`config.mk`:
```
export PLATFORM = sky130hd
export DESIGN_NAME = scwol_ctrl
export DESIGN_NICKNAME = d
export VERILOG_FILES = /design/src/scwol_pkg.sv /design/src/scwol_sync.sv /design/src/scwol_upd.sv /design/src/scwol_ctrl.sv
export SDC_FILE = /design/constraint.sdc
export NUM_CORES = 1
export LEC_CHECK = 0
export ABC_AREA = 1
export BUFFER_PORTS_ARGS = -buffer_cell sky130_fd_sc_hd__buf_2
export CAP_MARGIN = 20
export CORE_ASPECT_RATIO = 1.25
export CORE_UTILIZATION = 30
export CTS_CLUSTER_SIZE = 16
export DETAILED_ROUTE_END_ITERATION = 10
export PLACE_DENSITY = 0.57
export SLEW_MARGIN = 10
export SYNTH_ARGS = -nofsm -noshare
export SYNTH_HDL_FRONTEND = slang
export SYNTH_HIERARCHICAL = 1
export SYNTH_SLANG_ARGS = --single-unit
```
`constraint.sdc`:
```
create_clock -name clk -period 3.3 [get_ports clk]
set_input_delay 0.33 -clock clk [delete_from_list [all_inputs] [get_ports clk]]
set_output_delay 0.33 -clock clk [all_outputs]
set_load 0.01 [all_outputs]
```
`src/scwol_pkg.sv`:
```
package scwol_pkg;

    // register map of the serial port
    localparam logic [6:0] ADDR_CONTROL_FUNCTION_ONE = 7'h00;
    localparam logic [31:0] CF1_RESET = 32'h0001_0000;
    // writable bits: 16, 15..11, 9..5, 3, 1, 0
    localparam logic [31:0] CF1_WMASK = 32'h0001_FBEB;

    // control_function_one field positions
    localparam int BIT_SINE = 16;
    localparam int BIT_RR_RELOAD = 15;
    localparam int BIT_RAMP_AUTOCLR = 14;
    localparam int BIT_PHASE_AUTOCLR = 13;
    localparam int BIT_RAMP_CLR = 12;
    localparam int BIT_PHASE_CLR = 11;
    localparam int BIT_KEY_AUTO = 9;
    localparam int BIT_KEY_EN = 8;
    localparam int BIT_CORE_PD = 7;
    localparam int BIT_CONV_PD = 6;
    localparam int BIT_REF_PD = 5;
    localparam int BIT_EXT_FAST = 3;
    localparam int BIT_SDIO_IN_ONLY = 1;
    localparam int BIT_LSB_FIRST = 0;

    // serial frame layout
    localparam int INSTR_BITS = 8;
    localparam int DATA_BITS = 32;
    localparam int BIT_RD = 7;

    // synchronisation clock divider default (system clocks per period)
    localparam int SYNC_DIV_DEF = 4;
    localparam int SYNC_CNT_W = 8;

    typedef enum logic [1:0] {
        SP_INSTR,
        SP_DATA,
        SP_DONE
    } scwol_sp_t;

endpackage

```
`src/scwol_sync.sv`:
```
`timescale 1ns/10ps
module scwol_sync #(
    parameter int W = 1
) (
    input wire logic clk,
    input wire logic rst_b,
    input wire logic [W-1:0] d,
    output logic [W-1:0] q
);

    typedef struct packed {
        logic [W-1:0] s1;
        logic [W-1:0] s2;
    } scwol_sync_st_t;

    scwol_sync_st_t st_r;
    scwol_sync_st_t st_nxt;

    // two flop chain, first stage feeds only the second
    always_comb
    begin
        st_nxt = st_r;
        st_nxt.s1 = d;
        st_nxt.s2 = st_r.s1;
    end

    always_ff @(posedge clk or negedge rst_b)
    begin
        if (!rst_b)
            st_r <= '0;
        else
            st_r <= st_nxt;
    end

    assign q = st_r.s2;

endmodule

```
`src/scwol_upd.sv`:
```
`timescale 1ns/10ps
module scwol_upd #(
    parameter int SYNC_DIV = scwol_pkg::SYNC_DIV_DEF
) (
    input wire logic clk,
    input wire logic rst_b,
    input wire logic io_update_s,
    input wire logic [2:0] profile_s,
    output logic sync_en,
    output logic xfer
);

    typedef struct packed {
        logic [scwol_pkg::SYNC_CNT_W-1:0] cnt;
        logic upd_q;
        logic [2:0] prof_q;
        logic pend;
        logic sync_en;
        logic xfer;
    } scwol_upd_st_t;

    scwol_upd_st_t st_r;
    scwol_upd_st_t st_nxt;
    logic event_hit;

    // sync clock enable, update event capture, transfer on sync edge
    always_comb
    begin
        st_nxt = st_r;
        event_hit = (io_update_s && !st_r.upd_q) ||
                    (profile_s != st_r.prof_q);
        st_nxt.upd_q = io_update_s;
        st_nxt.prof_q = profile_s;
        st_nxt.sync_en = 1'b0;
        st_nxt.xfer = 1'b0;
        if (st_r.cnt == scwol_pkg::SYNC_CNT_W'(SYNC_DIV - 1))
        begin
            st_nxt.cnt = '0;
            st_nxt.sync_en = 1'b1;
            st_nxt.xfer = st_r.pend || event_hit;
            st_nxt.pend = 1'b0;
        end
        else
        begin
            st_nxt.cnt = st_r.cnt + scwol_pkg::SYNC_CNT_W'(1);
            st_nxt.pend = st_r.pend || event_hit; // event never lost
        end
    end

    always_ff @(posedge clk or negedge rst_b)
    begin
        if (!rst_b)
            st_r <= '0;
        else
            st_r <= st_nxt;
    end

    assign sync_en = st_r.sync_en;
    assign xfer = st_r.xfer;

endmodule

```
`src/scwol_ctrl.sv`:
```
`timescale 1ns/10ps
// Functional notes
// sine output selected when select bit set
// cosine output selected when select bit clear
// ramp-rate reload needs ramp generator enabled
// reload loads ramp rate at each update
// ramp autoclear pulses one sync cycle
// clear bits applied at update, sync edge
// phase autoclear resets phase accumulator each update
// ramp static clear holds ramp accumulator reset
// phase static clear holds phase accumulator reset
// keying mode auto only when keying enabled
// amplitude adjust needs keying enable bit
// digital power-down stops core clocks immediately
// converter power-down disables converter clocks, bias
// reference power-down acts immediately
// external pin selects full or fast power-down
// bit 1 chooses two-wire or three-wire
// bit 0 chooses MSB or LSB first
// control values move only at update events; core_clock_enable and reference_input_powerdown follow buf_w at once
// unused bits 10, 4, 2 read zero
module scwol_ctrl #(
    parameter int SYNC_DIV = scwol_pkg::SYNC_DIV_DEF
) (
    input wire logic clk,
    input wire logic rst_b,
    input wire logic sclk,
    input wire logic cs_b,
    input wire logic sdio_in,
    output logic sdio_out,
    output logic sdio_oe,
    output logic sdo,
    input wire logic io_update,
    input wire logic [2:0] profile_select,
    input wire logic external_powerdown_pin,
    input wire logic ramp_generator_enable,
    output logic sine_select,
    output logic ramp_rate_load,
    output logic ramp_acc_clear,
    output logic phase_acc_clear,
    output logic keying_enable,
    output logic keying_auto,
    output logic amp_adjust_enable,
    output logic core_clock_enable,
    output logic converter_powerdown,
    output logic reference_input_powerdown,
    output logic full_powerdown,
    output logic fast_powerdown
);

    typedef struct packed {
        logic sclk_q;
        scwol_pkg::scwol_sp_t sp;
        logic [5:0] bitcnt;
        logic rd;
        logic [scwol_pkg::INSTR_BITS-1:0] instr;
        logic [scwol_pkg::DATA_BITS-1:0] shreg;
        logic [scwol_pkg::DATA_BITS-1:0] oreg;
        logic [scwol_pkg::DATA_BITS-1:0] buf_w;
        logic [scwol_pkg::DATA_BITS-1:0] act;
        logic ramp_pulse;
        logic phase_pulse;
        logic sdio_out;
        logic sdio_oe;
        logic sdo;
        logic sine;
        logic rr_load;
        logic ramp_clr;
        logic phase_clr;
        logic key_en;
        logic key_auto;
        logic amp_adj;
        logic core_en;
        logic conv_pd;
        logic ref_pd;
        logic full_pd;
        logic fast_pd;
    } scwol_ctrl_st_t;

    scwol_ctrl_st_t st_r;
    scwol_ctrl_st_t st_nxt;

    logic [7:0] pins_s;
    logic sclk_s;
    logic cs_b_s;
    logic sdi_s;
    logic upd_s;
    logic pd_s;
    logic [2:0] prof_s;
    logic sync_en;
    logic xfer;

    // every pin except ramp_generator_enable, clk and rst_b passes two flops before use
    scwol_sync #(
        .W(8)
    ) u_sync (
        .clk(clk),
        .rst_b(rst_b),
        .d({sclk, cs_b, sdio_in, io_update, external_powerdown_pin,
            profile_select}),
        .q(pins_s)
    );

    assign sclk_s = pins_s[7];
    assign cs_b_s = pins_s[6];
    assign sdi_s = pins_s[5];
    assign upd_s = pins_s[4];
    assign pd_s = pins_s[3];
    assign prof_s = pins_s[2:0];

    // sync clock enable and update transfer timing
    scwol_upd #(
        .SYNC_DIV(SYNC_DIV)
    ) u_upd (
        .clk(clk),
        .rst_b(rst_b),
        .io_update_s(upd_s),
        .profile_s(prof_s),
        .sync_en(sync_en),
        .xfer(xfer)
    );

    logic rise;
    logic fall;
    logic lsb_first;
    logic [scwol_pkg::INSTR_BITS-1:0] ni;
    logic [scwol_pkg::DATA_BITS-1:0] nd;
    logic [scwol_pkg::DATA_BITS-1:0] rdata;

    // serial port, register transfer and output decode
    always_comb
    begin
        st_nxt = st_r;
        rise = sclk_s && !st_r.sclk_q;
        fall = !sclk_s && st_r.sclk_q;
        lsb_first = st_r.act[scwol_pkg::BIT_LSB_FIRST];
        // shift direction follows the bit order
        if (lsb_first)
        begin
            ni = {sdi_s, st_r.instr[scwol_pkg::INSTR_BITS-1:1]};
            nd = {sdi_s, st_r.shreg[scwol_pkg::DATA_BITS-1:1]};
        end
        else
        begin
            ni = {st_r.instr[scwol_pkg::INSTR_BITS-2:0], sdi_s};
            nd = {st_r.shreg[scwol_pkg::DATA_BITS-2:0], sdi_s};
        end
        // unmapped addresses read as zero
        if (ni[6:0] == scwol_pkg::ADDR_CONTROL_FUNCTION_ONE)
            rdata = st_r.buf_w & scwol_pkg::CF1_WMASK;
        else
            rdata = '0;
        st_nxt.sclk_q = sclk_s;
        st_nxt.rr_load = 1'b0;

        // buffered values move to the active copy at update
        if (xfer)
        begin
            st_nxt.act = st_r.buf_w;
            st_nxt.ramp_pulse = st_r.buf_w[scwol_pkg::BIT_RAMP_AUTOCLR];
            st_nxt.phase_pulse = st_r.buf_w[scwol_pkg::BIT_PHASE_AUTOCLR];
            st_nxt.rr_load = st_r.buf_w[scwol_pkg::BIT_RR_RELOAD] &&
                             ramp_generator_enable;
        end
        else if (sync_en)
        begin
            st_nxt.ramp_pulse = 1'b0;
            st_nxt.phase_pulse = 1'b0;
        end

        // serial frame: instruction byte, then one data word
        if (cs_b_s)
        begin
            st_nxt.sp = scwol_pkg::SP_INSTR;
            st_nxt.bitcnt = '0;
            st_nxt.sdio_oe = 1'b0;
        end
        else if (rise)
        begin
            case (st_r.sp)
                scwol_pkg::SP_INSTR:
                begin
                    st_nxt.instr = ni;
                    st_nxt.bitcnt = st_r.bitcnt + 6'h01;
                    if (st_r.bitcnt == 6'(scwol_pkg::INSTR_BITS - 1))
                    begin
                        st_nxt.sp = scwol_pkg::SP_DATA;
                        st_nxt.bitcnt = '0;
                        st_nxt.rd = ni[scwol_pkg::BIT_RD];
                        st_nxt.oreg = rdata;
                    end
                end
                scwol_pkg::SP_DATA:
                begin
                    st_nxt.shreg = nd;
                    st_nxt.bitcnt = st_r.bitcnt + 6'h01;
                    if (st_r.bitcnt == 6'(scwol_pkg::DATA_BITS - 1))
                    begin
                        st_nxt.sp = scwol_pkg::SP_DONE;
                        if (!st_r.rd && st_r.instr[6:0] ==
                            scwol_pkg::ADDR_CONTROL_FUNCTION_ONE)
                            st_nxt.buf_w = nd & scwol_pkg::CF1_WMASK;
                    end
                end
                scwol_pkg::SP_DONE:
                begin
                    st_nxt.sp = scwol_pkg::SP_DONE;
                end
                default:
                begin
                    st_nxt.sp = scwol_pkg::SP_INSTR;
                end
            endcase
        end
        else if (fall)
        begin
            // read data changes on the falling edge
            if (st_r.sp == scwol_pkg::SP_DATA && st_r.rd)
            begin
                if (lsb_first)
                begin
                    st_nxt.sdo = st_r.oreg[0];
                    st_nxt.sdio_out = st_r.oreg[0];
                    st_nxt.oreg = {1'b0,
                                   st_r.oreg[scwol_pkg::DATA_BITS-1:1]};
                end
                else
                begin
                    st_nxt.sdo = st_r.oreg[scwol_pkg::DATA_BITS-1];
                    st_nxt.sdio_out = st_r.oreg[scwol_pkg::DATA_BITS-1];
                    st_nxt.oreg = {st_r.oreg[scwol_pkg::DATA_BITS-2:0],
                                   1'b0};
                end
                // two-wire mode turns the data line around
                st_nxt.sdio_oe =
                    !st_r.act[scwol_pkg::BIT_SDIO_IN_ONLY];
            end
            else
                st_nxt.sdio_oe = 1'b0;
        end

        // registered outputs
        st_nxt.sine = st_nxt.act[scwol_pkg::BIT_SINE];
        st_nxt.ramp_clr = st_nxt.act[scwol_pkg::BIT_RAMP_CLR] ||
                          st_nxt.ramp_pulse;
        st_nxt.phase_clr = st_nxt.act[scwol_pkg::BIT_PHASE_CLR] ||
                           st_nxt.phase_pulse;
        st_nxt.key_en = st_nxt.act[scwol_pkg::BIT_KEY_EN];
        st_nxt.key_auto = st_nxt.act[scwol_pkg::BIT_KEY_EN] &&
                          st_nxt.act[scwol_pkg::BIT_KEY_AUTO];
        st_nxt.amp_adj = st_nxt.act[scwol_pkg::BIT_KEY_EN];
        st_nxt.core_en = !st_nxt.buf_w[scwol_pkg::BIT_CORE_PD];
        st_nxt.conv_pd = st_nxt.act[scwol_pkg::BIT_CONV_PD];
        st_nxt.ref_pd = st_nxt.buf_w[scwol_pkg::BIT_REF_PD];
        st_nxt.full_pd = pd_s &&
                         !st_nxt.act[scwol_pkg::BIT_EXT_FAST];
        st_nxt.fast_pd = pd_s &&
                         st_nxt.act[scwol_pkg::BIT_EXT_FAST];
    end

    // state register with documented defaults
    always_ff @(posedge clk or negedge rst_b)
    begin
        if (!rst_b)
        begin
            st_r <= '0;
            st_r.buf_w <= scwol_pkg::CF1_RESET;
            st_r.act <= scwol_pkg::CF1_RESET;
            st_r.sine <= 1'b1;
            st_r.core_en <= 1'b1;
        end
        else
            st_r <= st_nxt;
    end

    assign sdio_out = st_r.sdio_out;
    assign sdio_oe = st_r.sdio_oe;
    assign sdo = st_r.sdo;
    assign sine_select = st_r.sine;
    assign ramp_rate_load = st_r.rr_load;
    assign ramp_acc_clear = st_r.ramp_clr;
    assign phase_acc_clear = st_r.phase_clr;
    assign keying_enable = st_r.key_en;
    assign keying_auto = st_r.key_auto;
    assign amp_adjust_enable = st_r.amp_adj;
    assign core_clock_enable = st_r.core_en;
    assign converter_powerdown = st_r.conv_pd;
    assign reference_input_powerdown = st_r.ref_pd;
    assign full_powerdown = st_r.full_pd;
    assign fast_powerdown = st_r.fast_pd;
endmodule

```
==> results.md, run 1 <==
- Setup-failing EPs final: 0
- Fill cell count: 2183
- Via density: approximately 4.5
- Fmax: 424 MHz
- Synth warnings: 6
- Design area: approximately 0.0076 mm^2
- P_sw: around 1000 uW
- Status: complete, no violations
- Max cap viols: 0
- Peak supply drop: 0.350 mV
- DP Area: 0.00694 mm^2
- Synth unique cells: 34
- Htree depth: 4
- Initial DRC count: approximately 270
- Fraction of registers with async set/reset: 100%
- Int Power: just under 3 mW
- CTS Buffer Depth: 2
- Clock network power share: 47.7%
- CP required: 3.64 ns
- Post-Syn Area: 0.00658 mm^2
- All-layer global routing usage: 12.8%
- Antenna Nets Post-Route: 0
- Register area share after synthesis: between 50% and 60%
- Syn nets: 768
- Area Overhead vs Synth: 15.3%
- Critical path class: flop to flop
- Sw Share: 25.0%
- DR WL/cell: 12.1 um
- Post-synth EDFFs: 0
- CP Launch Type: flop
- Layout cell share with drive strength beyond 1: 11.5%
- Root Driver: clkbuf_16
- Die height: between 150 and 200 um
- Area contributors post-synth: dfrtp_1 (55%), nand2_1 (10%), o21ai_0 (6.4%)
- Crit. Startpoint: lsb_first
- IO Count: 26
- Clock Skews: 0.0125 ns
- Antenna diodes: 0
- Synth cell count leaders: nand2_1 (179), dfrtp_1 (144), inv_1 (92)
- Slew @ Worst Pin: 0.870 ns
- FF-to-FF Start: lsb_first
- Final wirelength: 12900 um
- Pwr Density: 521 mW/mm^2
- Vias in the first global route: 4760
- Final worst path period need: 2.36 ns
- Post-synth top area share: 54.7%
- Core Util, Final: 35.2%
- Routability cong.: 0.811
- First-pass GRT wire length: 23000 um
- Setup TNS after final layout: 0 ns
- Flop and latch count out of synthesis: ~150
- Hold Path Class: input pin to flop
- Initial Utilization: a little over 30%
- Worst slew margin: 41.8%
- Clock sinks: 147
- CP arrival: ~2.7 ns
- CP endpoint kind: flop
- Fin. Hold Viols: 0
- Clk_lat worst skew: 0.43 ns
- Post-DP HPWL: 8640 um
- Total congestion overflow: 0
- Synth area leader: dfrtp_1
- Initial antenna violation count: 0
- Ys flop type: dfrtp_1
- Combinational Power Share: under 10%
- Leak: 3.58 nW
- DRC viols: 0
- CTS tree: yes
- Vias: 4841
- Synth Area per Inst: 8.77 um^2
- Core area: about 0.022 mm^2
- Max-slew violation count: 0
- RSZ-0062 raised after global routing: false
- DIE AREA: 0.0225 mm^2
- Pre-antenna DRT Iters: 4
- Chip Width: 134 um
- Port Buf Inserts: 25
- Worst-path clk slew: 0.07 ns
- Reg power frac: a little under half
- Final net count: 793
- Final period utilization: 71.5%
- Setup bufs post-CTS: 0
- Largest net degree at the start of global routing: 76
- Post-Synthesis Cells: roughly 750
- Top-count cell post-synth: nand2_1
- Rows: 60
- Max Fanout on Critical Path: 28
- CTS buffer count: 17
- PnR Total Power: around 4.0 mW
- Hold Startpoint: sclk
[worst max-delay path: stages, from the launching register on]
cell and delay, ns:
dfrtp_1 0.86, inv_2 0.36, nand2_2 0.14, nand3_1 0.09, nor2_2 0.49, nand3_1 0.15, a21oi_1 0.19
[flip-flops by register name, summed over array words and instances, names as in the netlist, named ones only]
signal             flops
ramp_rate_load         1
u_sync/q               8
phase_acc_clear        1
u_sync/st_nxt          8
u_upd/xfer             1
full_powerdown         1
sdo                    1
sdio_oe                1
lsb_first              1
u_upd/st_r            13
keying_auto            1
core_clock_enable      1
ramp_acc_clear         1
st_r                 105
fast_powerdown         1
u_upd/sync_en          1
[cell families (layout without fill, tap and decap cells)]
group | count (synthesis) | count (layout) | synth area share [%]
compound gates | 177 | 177 | 15.4
xor+xnor | 5 | 5 | 0.665
fa+ha+maj | 6 | 6 | 1.14
buf+inv | 133 | 170 | 8.55
flops | 147 | 147 | 55.9
mux | 2 | 2 | 0.304
simple gates | 281 | 281 | 18.0
[worst paths after layout]
path                                     to  slack, ns  depth (start not counted)
setup / recovery                   st_r[90]       0.94                          6
hold / removal             u_sync/st_nxt[7]       0.03                          1
setup reg to reg                   st_r[90]       0.94                          6
hold reg to reg                 u_sync/q[6]       0.35                          0
max in group asynchronous          st_r[33]       1.97                          3
min in group asynchronous         st_r[107]       0.51                          2
[per-stage QoR]
step           setup WS [ns]  hold slack (ns)  std cells
2_1_floorplan           1.67           0.0344        751
3_3_place_gp           0.929            0.331       1028
3_5_place_dp           0.935            0.335       1028
4_1_cts                0.882           0.0146       1067
5_1_grt                0.579          0.00666       1067
6_report               0.940           0.0271       1067
[per-layer routing]
| metal | part of all wire (%) | routed length, um | vias up | global-route usage, % |
|---|---|---|---|---|
| met4 | 2.2 | 278 | 0 | 5.08 |
| met3 | 2.5 | 318 | 17 | 2.94 |
| li1 | - | - | 2488 | - |
| met5 | 0 | 0 | - | 0 |
| met1 | 47 | 6090 | 2281 | 16.3 |
| met2 | 48 | 6210 | 55 | 21.0 |
[what timing repair did]
action | in CTS | in global routing
hold buffers | 8 | 0
hold endpoints to repair | 78 | 0
gates resized for setup | 0 | 0
[placed cells by master, fill, tap and decap left out, drive strengths merged, types with 10 or more instances in the layout]
master,count
nand3,35
nand2,180
o21a,10
o211ai,12
inv,104
a22oi,17
dfrtp,144
nor2,55
buf,35
a21oi,33
o21ai,94
clkbuf,17
[cell type report]
class                   instances  area, um^2  share of cell area (%)
flip-flops and latches        147        3680                    48.5
clock inverters                14         146                    1.93
repair buffers                 43         287                    3.78
well taps                     279         349                    4.60
multi-input cells             471        2340                    30.8
inverters                      96         360                    4.75
clock buffers                  17         425                    5.61
[power by group through the flow]
stage / Combinational, mW / Sequential [mW] / Clock, mW
6_report: 0.197 / 1.87 / 1.88
5_1_grt: 0.233 / 1.88 / 2.01
4_1_cts: 0.203 / 1.87 / 1.94
3_5_place_dp: 0.196 / 1.91 / 0
3_3_place_gp: 0.195 / 1.91 / 0
2_1_floorplan: 0.118 / 1.90 / 0
Power figures use the tool's default switching activity.
==> inputs of run 2 (changes only) <==
--- a/config.mk
+++ b/config.mk
@@ -5,7 +5,7 @@
 export SDC_FILE = /design/constraint.sdc
 export NUM_CORES = 1
 export LEC_CHECK = 0
-export ABC_AREA = 1
+export ABC_AREA = 0
 export BUFFER_PORTS_ARGS = -buffer_cell sky130_fd_sc_hd__buf_2
 export CAP_MARGIN = 20
 export CORE_ASPECT_RATIO = 1.25
==> constraint.sdc (replaced) <==
create_clock -name clk -period 2.2 [get_ports clk]
set_input_delay 0.22 -clock clk [delete_from_list [all_inputs] [get_ports clk]]
set_output_delay 0.22 -clock clk [all_outputs]
set_load 0.01 [all_outputs]
==> run 2 against run 1 <==
Sequential cell count unchanged. Clock skew shrank 0.0038 ns. Synthesized cell count shrank 24%. Largest cell class unchanged.
==> results.md, run 2 <==
- End of the worst register-to-register path: st_r[65]
- Via density: 4.82 (+6.3%)
- Leak: 3.24 nW (-9.7%)
- Post-synth top area share: 55.3% (+0.57 points)
- DRC viols: 0 (unchanged)
- Fraction of registers with async set/reset: 100% (unchanged)
- Root Driver: clkbuf_16
- Initial Utilization: 31.0% (+0.41 points)
- DIE AREA: 0.0223 mm^2 (-1.0%)
- Largest net degree at the start of global routing: 60 (-21%)
- Status: complete, no violations
- Design area: 0.00767 mm^2 (+1.1%)
- Max-slew violation count: 0 (unchanged)
- Rows: 59 (-1.7%)
- Hold Path Class: input pin to flop
- Setup TNS after final layout: 0 ns (unchanged)
- Port Buf Inserts: 25 (unchanged)
- Most frequent cells in the layout: dfrtp_1 (143), o21ai_0 (85), mux2i_1 (75)
- Post-Synthesis Cells: 570 (-24%)
- Core Util, Final: 36.5% (+1.2 points)
- Worst-path clk slew: 0.06 ns (about the same)
- Layout cell share with drive strength beyond 1: 19.2% (+7.6 points)
- Most common cell after layout, fill and taps aside: dfrtp_1
- Ys flop type: dfrtp_1
- Area contributors post-synth: dfrtp_1 (55%), mux2i_1 (12%), o21ai_0 (6.5%)
- Hold-critical path depth: 2 (+1)
- CTS buffer count: 17 (unchanged)
- Max reg flops: 105 (unchanged)
- Post-Syn Area: 0.00651 mm^2 (-1.0%)
- Flop and latch count out of synthesis: 147 (unchanged)
- Peak supply drop: 0.496 mV (+42%)
- Max cap viols: 0 (unchanged)
- Vias: 4287 (-11%)
- Setup slack, reg-to-reg: 0.22 ns (-0.72 ns)
- Register area share after synthesis: 56.5% (+0.58 points)
- Syn nets: 587 (-24%)
- Die height: 167 um (-0.51%)
- DP Area: 0.00698 mm^2 (+0.58%)
- CP endpoint kind: flop
- Worst slew margin: 57.7% (+16 points)
- Final period utilization: 89.9% (+18 points)
- Hold EP: ramp_rate_load
- RSZ-0062 raised after global routing: false
- Fin. Hold Viols: 0 (unchanged)
- Clock sinks: 147 (unchanged)
- Critical path class: flop to flop
- Final net count: 619 (-22%)
- Initial antenna violation count: 0 (unchanged)
- First-pass GRT wire length: 21100 um (-8.3%)
- Final worst path period need: 1.98 ns (-0.381 ns)
- Clock Skews: 0.00869 ns (-0.00379 ns)
- Top-count cell post-synth: dfrtp_1
- All-layer global routing usage: 11.8% (-1.0 points)
- Fmax: 505 MHz (+19%)
- Top flop regs: st_r: 105 flops, u_upd/st_r: 13 flops
- Chip Width: 134 um (-0.51%)
- DR WL/cell: 13.8 um (+14%)
- CP Launch Type: flop
- Htree depth: 4 (unchanged)
- Vias in the first global route: 4348 (-8.7%)
- Routability cong.: 0.744 (-8.3%)
- Antenna Nets Post-Route: 0 (unchanged)
- CTS tree: yes
- Slew @ Worst Pin: 0.635 ns (-0.236 ns)
- Antenna diodes: 0 (unchanged)
- CP required: 2.55 ns (-1.09 ns)
- Core area: 0.0210 mm^2 (-2.4%)
- Pwr Density: 777 mW/mm^2 (+49%)
- IO Count: 26 (unchanged)
- Pre-CTS setup slack: 0.116 ns (-0.820 ns)
- Total congestion overflow: 0 (unchanged)
- FF-to-FF Start: st_r[162]
- Hold Startpoint: ramp_generator_enable
- Max Fanout on Critical Path: 9 (-68%)
- CP arrival: 2.33 ns (-0.37 ns)
- Synth Area per Inst: 11.4 um^2 (+30%)
- Final Worst Setup Slack: 0.221 ns (-0.719 ns)
- Post-synth EDFFs: 0 (unchanged)
- Synth area leader: dfrtp_1
- Synth warnings: 6 (unchanged)
- Area Overhead vs Synth: 17.7%
- Synth cell count leaders: dfrtp_1 (144), o21ai_0 (85), mux2i_1 (75)
- Reg with most FFs: st_r
- Initial DRC count: 301 (+12%)
- Pre-antenna DRT Iters: 5 (+1)
- CTS Buffer Depth: 2 (unchanged)
- Post-DP HPWL: 7920 um (-8.3%)
- Final wirelength: 12300 um (-5.1%)
- Setup-failing EPs final: 0 (unchanged)
- Synth unique cells: 49 (+44%)
- Clk_lat worst skew: 0.43 ns (about the same)
- Worst R2R Path Depth: 8 (+2)
- Fill cell count: 2052 (-6.0%)
[run 2: timing repair]
item | in CTS | in global routing
hold buffers | 9 | 0
gates resized for setup | 0 | 1
endpoints found under the setup margin | 0 | 2
buffers inserted | 0 | 0
hold endpoints to repair | 56 | 0
[run 2: per-layer routing]
layer  global-route usage, %  share of wire [%]  vias up
met5                       0                  0        -
met4                    5.19                1.4        0
met3                    3.29                2.6       15
met2                    19.0                 50       57
met1                    14.6                 46     2140
li1                        -                  -     2075
[run 2: cell type report]
class                      count  area [um^2]  area share [%]
timing repair buffer          52          382            4.97
inverter                      15         56.3           0.734
clock inverter                13          150            1.96
clock buffer                  19          453            5.90
sequential                   147         3690            48.1
multi-input combinational    369         2600            33.9
tap                          274          343            4.47
[run 2: worst max path at each step]
stage	cells past startpoint	endpoint	startpoint	slack [ns]
finish	8	st_r[65]	st_r[162]	0.22
global route	8	st_r[65]	st_r[162]	0.11
CTS	6	st_r[102]	st_r[160]	0.1
detailed placement	6	st_r[102]	st_r[160]	0.12
global placement	6	st_r[100]	st_r[160]	0.25
floorplan	8	flop	st_r[162]	0.11
[run 2: cells by family after synthesis]
kind of cell               count (synthesis)  synth area share, %
AOI/OAI and AO/OA                        134                 11.7
and+or+nand+nor                          114                 8.83
adders and majority gates                  6                 1.15
muxes                                    104                 16.6
xor gates and xnor gates                  11                 1.48
buffers and inverters                     54                 3.69
DFF                                      147                 56.5
[run 2: worst max-delay path, cell delays in order (launching register included)]
cell     delay [ns]
dfrtp_1        0.38
inv_1          0.06
ha_1           0.19
nor2b_1        0.24
nand2_1        0.14
nor4_4         0.23
buf_4          0.23
buf_4          0.20
mux2i_1        0.22
[run 2: power breakdown]
group / internal (mW) / switching [mW] / total (mW) / leakage, nW
registers: 2.76 / 0.0597 / 2.82 / 1.98
clock network: 1.75 / 1.17 / 2.92 / 0.291
logic: 0.0888 / 0.138 / 0.227 / 0.970
total: 4.59 / 1.37 / 5.96 / 3.24
[run 2: metrics by stage]
step | power, mW | instances | hold slack (ns)
floorplan | 2.96 | 570 | -0.0756
global placement | 3.07 | 848 | 0.206
detailed placement | 3.09 | 848 | 0.227
CTS | 6.05 | 889 | 0.0230
global route | 6.21 | 889 | 0.0518
finish | 5.96 | 889 | 0.0435
==> inputs of run 3 (changes only) <==
--- a/config.mk
+++ b/config.mk
@@ -9,6 +9,7 @@
 export BUFFER_PORTS_ARGS = -buffer_cell sky130_fd_sc_hd__buf_2
 export CAP_MARGIN = 20
 export CORE_ASPECT_RATIO = 1.25
+export CORE_MARGIN = 1.5
 export CORE_UTILIZATION = 30
 export CTS_CLUSTER_SIZE = 16
 export DETAILED_ROUTE_END_ITERATION = 10
==> run 3 against run 2 <==
Sequential cell count did not move. First-iteration DRC count fell by 32%. Non-clock buffer count shrank 4. Via count shrank 1.7%. Maximum frequency increased by 0.43%. Sequential share of layout area hardly changed. Register-to-register slack hardly changed. Final area about the same. Critical endpoint is now st_r[50]. Largest cell class unchanged.
==> results.md, run 3 (synthesis gave the netlist of run 2 again) <==
- Status: complete, no violations
- Final net count: 615 (-0.65%)
- Final wirelength: 11900 um (-3.0%)
- Rows: 60 (+1.7%)
- Hold EP: ramp_rate_load
- Port Buf Inserts: 25 (unchanged)
- CP required: 2.51 ns (-0.04 ns)
- All-layer global routing usage: 11.4% (-0.41 points)
- CP Cell Sequence: inv_1 > ha_1 > nor2b_1 > nand2_1 > nor4_4 > buf_12 > mux2_2
- Leak: 3.23 nW (-0.28%)
- Largest net degree at the start of global routing: 71 (+18%)
- Peak supply drop: 0.457 mV (-7.9%)
- Fmax: 508 MHz (+0.43%)
- CP endpoint kind: flop
- Area Overhead vs Synth: 17.7% (about the same)
- First-pass GRT wire length: 20800 um (-1.5%)
- Clock network power share: 49.5% (+0.6 points)
- Hold Path Class: input pin to flop
- Hold-critical path depth: 2 (unchanged)
- Fin. Hold Viols: 0 (unchanged)
- Final worst path period need: 1.97 ns (-0.00851 ns)
- Post-DP HPWL: 7710 um (-2.7%)
- Worst slew margin: 61.3% (+3.6 points)
- Max-slew violation count: 0 (unchanged)
- Slew @ Worst Pin: 0.581 ns (-0.0537 ns)
- Max Fanout on Critical Path: 15 (+6)
- CP arrival: 2.28 ns (-0.05 ns)
- Top flop regs: st_r: 105 flops, u_upd/st_r: 13 flops
- Layout cell share with drive strength beyond 1: 18.7% (-0.53 points)
- DR WL/cell: 13.4 um (-3.1%)
- Initial DRC count: 206 (-32%)
- Antenna Nets Post-Route: 0 (unchanged)
- Setup bufs post-CTS: 0 (unchanged)
- Placed cells: 849 (+0.12%)
- RSZ-0062 raised after global routing: false
- Int Power: 4.58 mW (-0.35%)
- Clk_lat worst skew: 0.42 ns (about the same)
- CTS tree: yes
- CP peak stage delay: 0.39 ns (about the same)
- Root Driver: clkbuf_16
- Chip Width: 135 um (+0.75%)
- Pre-antenna DRT Iters: 4 (-1)
- Core area: 0.0214 mm^2 (+1.7%)
- Critical path class: flop to flop
- Setup-failing EPs final: 0 (unchanged)
- Reg with most FFs: st_r
- Vias in the first global route: 4298 (-1.1%)
- FF-to-FF Start: st_r[162]
- Max cap viols: 0 (unchanged)
- DRC viols: 0 (unchanged)
- End of the worst register-to-register path: st_r[50]
- Most frequent cells in the layout: dfrtp_1 (143), o21ai_0 (85), mux2i_1 (75)
- Via density: 4.73 (-1.9%)
- Worst R2R Path Depth: 7 (-1)
- Final period utilization: 89.6% (-0.39 points)
- Pwr Density: 786 mW/mm^2 (+1.1%)
- Vias: 4212 (-1.7%)
- PnR Total Power: 6.02 mW (+1.0%)
- CTS Buffer Depth: 2 (unchanged)
- Clock sinks: 147 (unchanged)
- Routability cong.: 0.770 (+3.6%)
- Antenna diodes: 0 (unchanged)
- Worst-path clk slew: 0.07 ns (about the same)
- Hold Startpoint: ramp_generator_enable
- CP Launch Type: flop
- IO Count: 26 (unchanged)
- Setup TNS after final layout: 0 ns (unchanged)
- DIE AREA: 0.0226 mm^2 (+1.4%)
- Reg power frac: 46.7% (-0.6 points)
- Critical Path Slowest Stage Cell: dfrtp_1
- Fill cell count: 2089 (+1.8%)
- Non-Filler Instances: 890 (+0.11%)
- Combinational Power Share: 3.8% (about the same)
- Max reg flops: 105 (unchanged)
- Initial antenna violation count: 0 (unchanged)
- Total congestion overflow: 0 (unchanged)
- Die height: 168 um (+0.60%)
- P_sw: 1.44 mW (+5.6%)
- Htree depth: 4 (unchanged)
- Clock Skews: 0.00736 ns (-0.00133 ns)
- Initial Utilization: 30.5% (-0.52 points)
- Most common cell after layout, fill and taps aside: dfrtp_1
- CTS buffer count: 17 (unchanged)
- Setup slack, reg-to-reg: 0.23 ns (about the same)
- Sw Share: 24.0% (+1.0 points)
==> run 3: worst max-delay path by stage <==
stage / from / end / slack [ns] / depth (start not counted)
2_1_floorplan: st_r[162] / flop / 0.11 / 8
3_3_place_gp: st_r[160] / st_r[99] / 0.24 / 6
3_5_place_dp: st_r[160] / st_r[100] / 0.14 / 6
4_1_cts: st_r[160] / st_r[100] / 0.12 / 6
5_1_grt: st_r[162] / st_r[50] / 0.13 / 7
6_report: st_r[162] / st_r[50] / 0.23 / 7
==> run 3: cell type report <==
cell class / count / area (um^2) / share of cell area, %
Clock buffer: 17 / 425 / 5.55
Clock inverter: 15 / 184 / 2.40
Sequential cell: 147 / 3690 / 48.1
Multi-Input combinational cell: 369 / 2600 / 33.9
Tap cell: 279 / 349 / 4.55
Inverter: 15 / 56.3 / 0.734
Timing Repair Buffer: 48 / 364 / 4.75
==> run 3: what timing repair did <==
action                     CTS  global route
setup endpoints to repair    0             7
hold endpoints to repair    60             0
hold buffers                 9             0
gates resized for setup      0             1
==> run 3: metrics by stage <==
step                      util, %  setup WS [ns]  hold slack [ns]  instance area, um^2
after floorplan                 -          0.112          -0.0756                 6520
final                        35.8          0.230           0.0379                 7670
after global routing         35.8          0.130           0.0539                 7670
after CTS                    35.8          0.125           0.0192                 7660
after global placement       32.5          0.244            0.208                 6960
after detailed placement     32.5          0.145            0.216                 6960
==> run 3: metal layers <==
layer	GRT usage, %	wire length, um	up-vias	share of wire [%]
li1	-	-	2069	-
met1	14.1	5410	2059	46
met2	19.0	5950	67	50
met3	3.27	375	17	3.2
met4	3.65	153	0	1.3
met5	0	0	-	0
==> run 3: critical path: cells and delay by family (launching register included) <==
kind          cells  cell delay [ns]
fa+ha+maj         1             0.17
flops             1             0.39
mux               1             0.34
simple gates      3             0.68
buf+inv           2             0.27
==> run 3: power by group through the flow <==
| stage | Sequential (mW) | Combinational [mW] | Clock (mW) |
|---|---|---|---|
| floorplan | 2.85 | 0.116 | 0 |
| global placement | 2.86 | 0.213 | 0 |
| detailed placement | 2.86 | 0.220 | 0 |
| CTS | 2.81 | 0.233 | 3.05 |
| global route | 2.82 | 0.263 | 3.19 |
| finish | 2.81 | 0.226 | 2.98 |
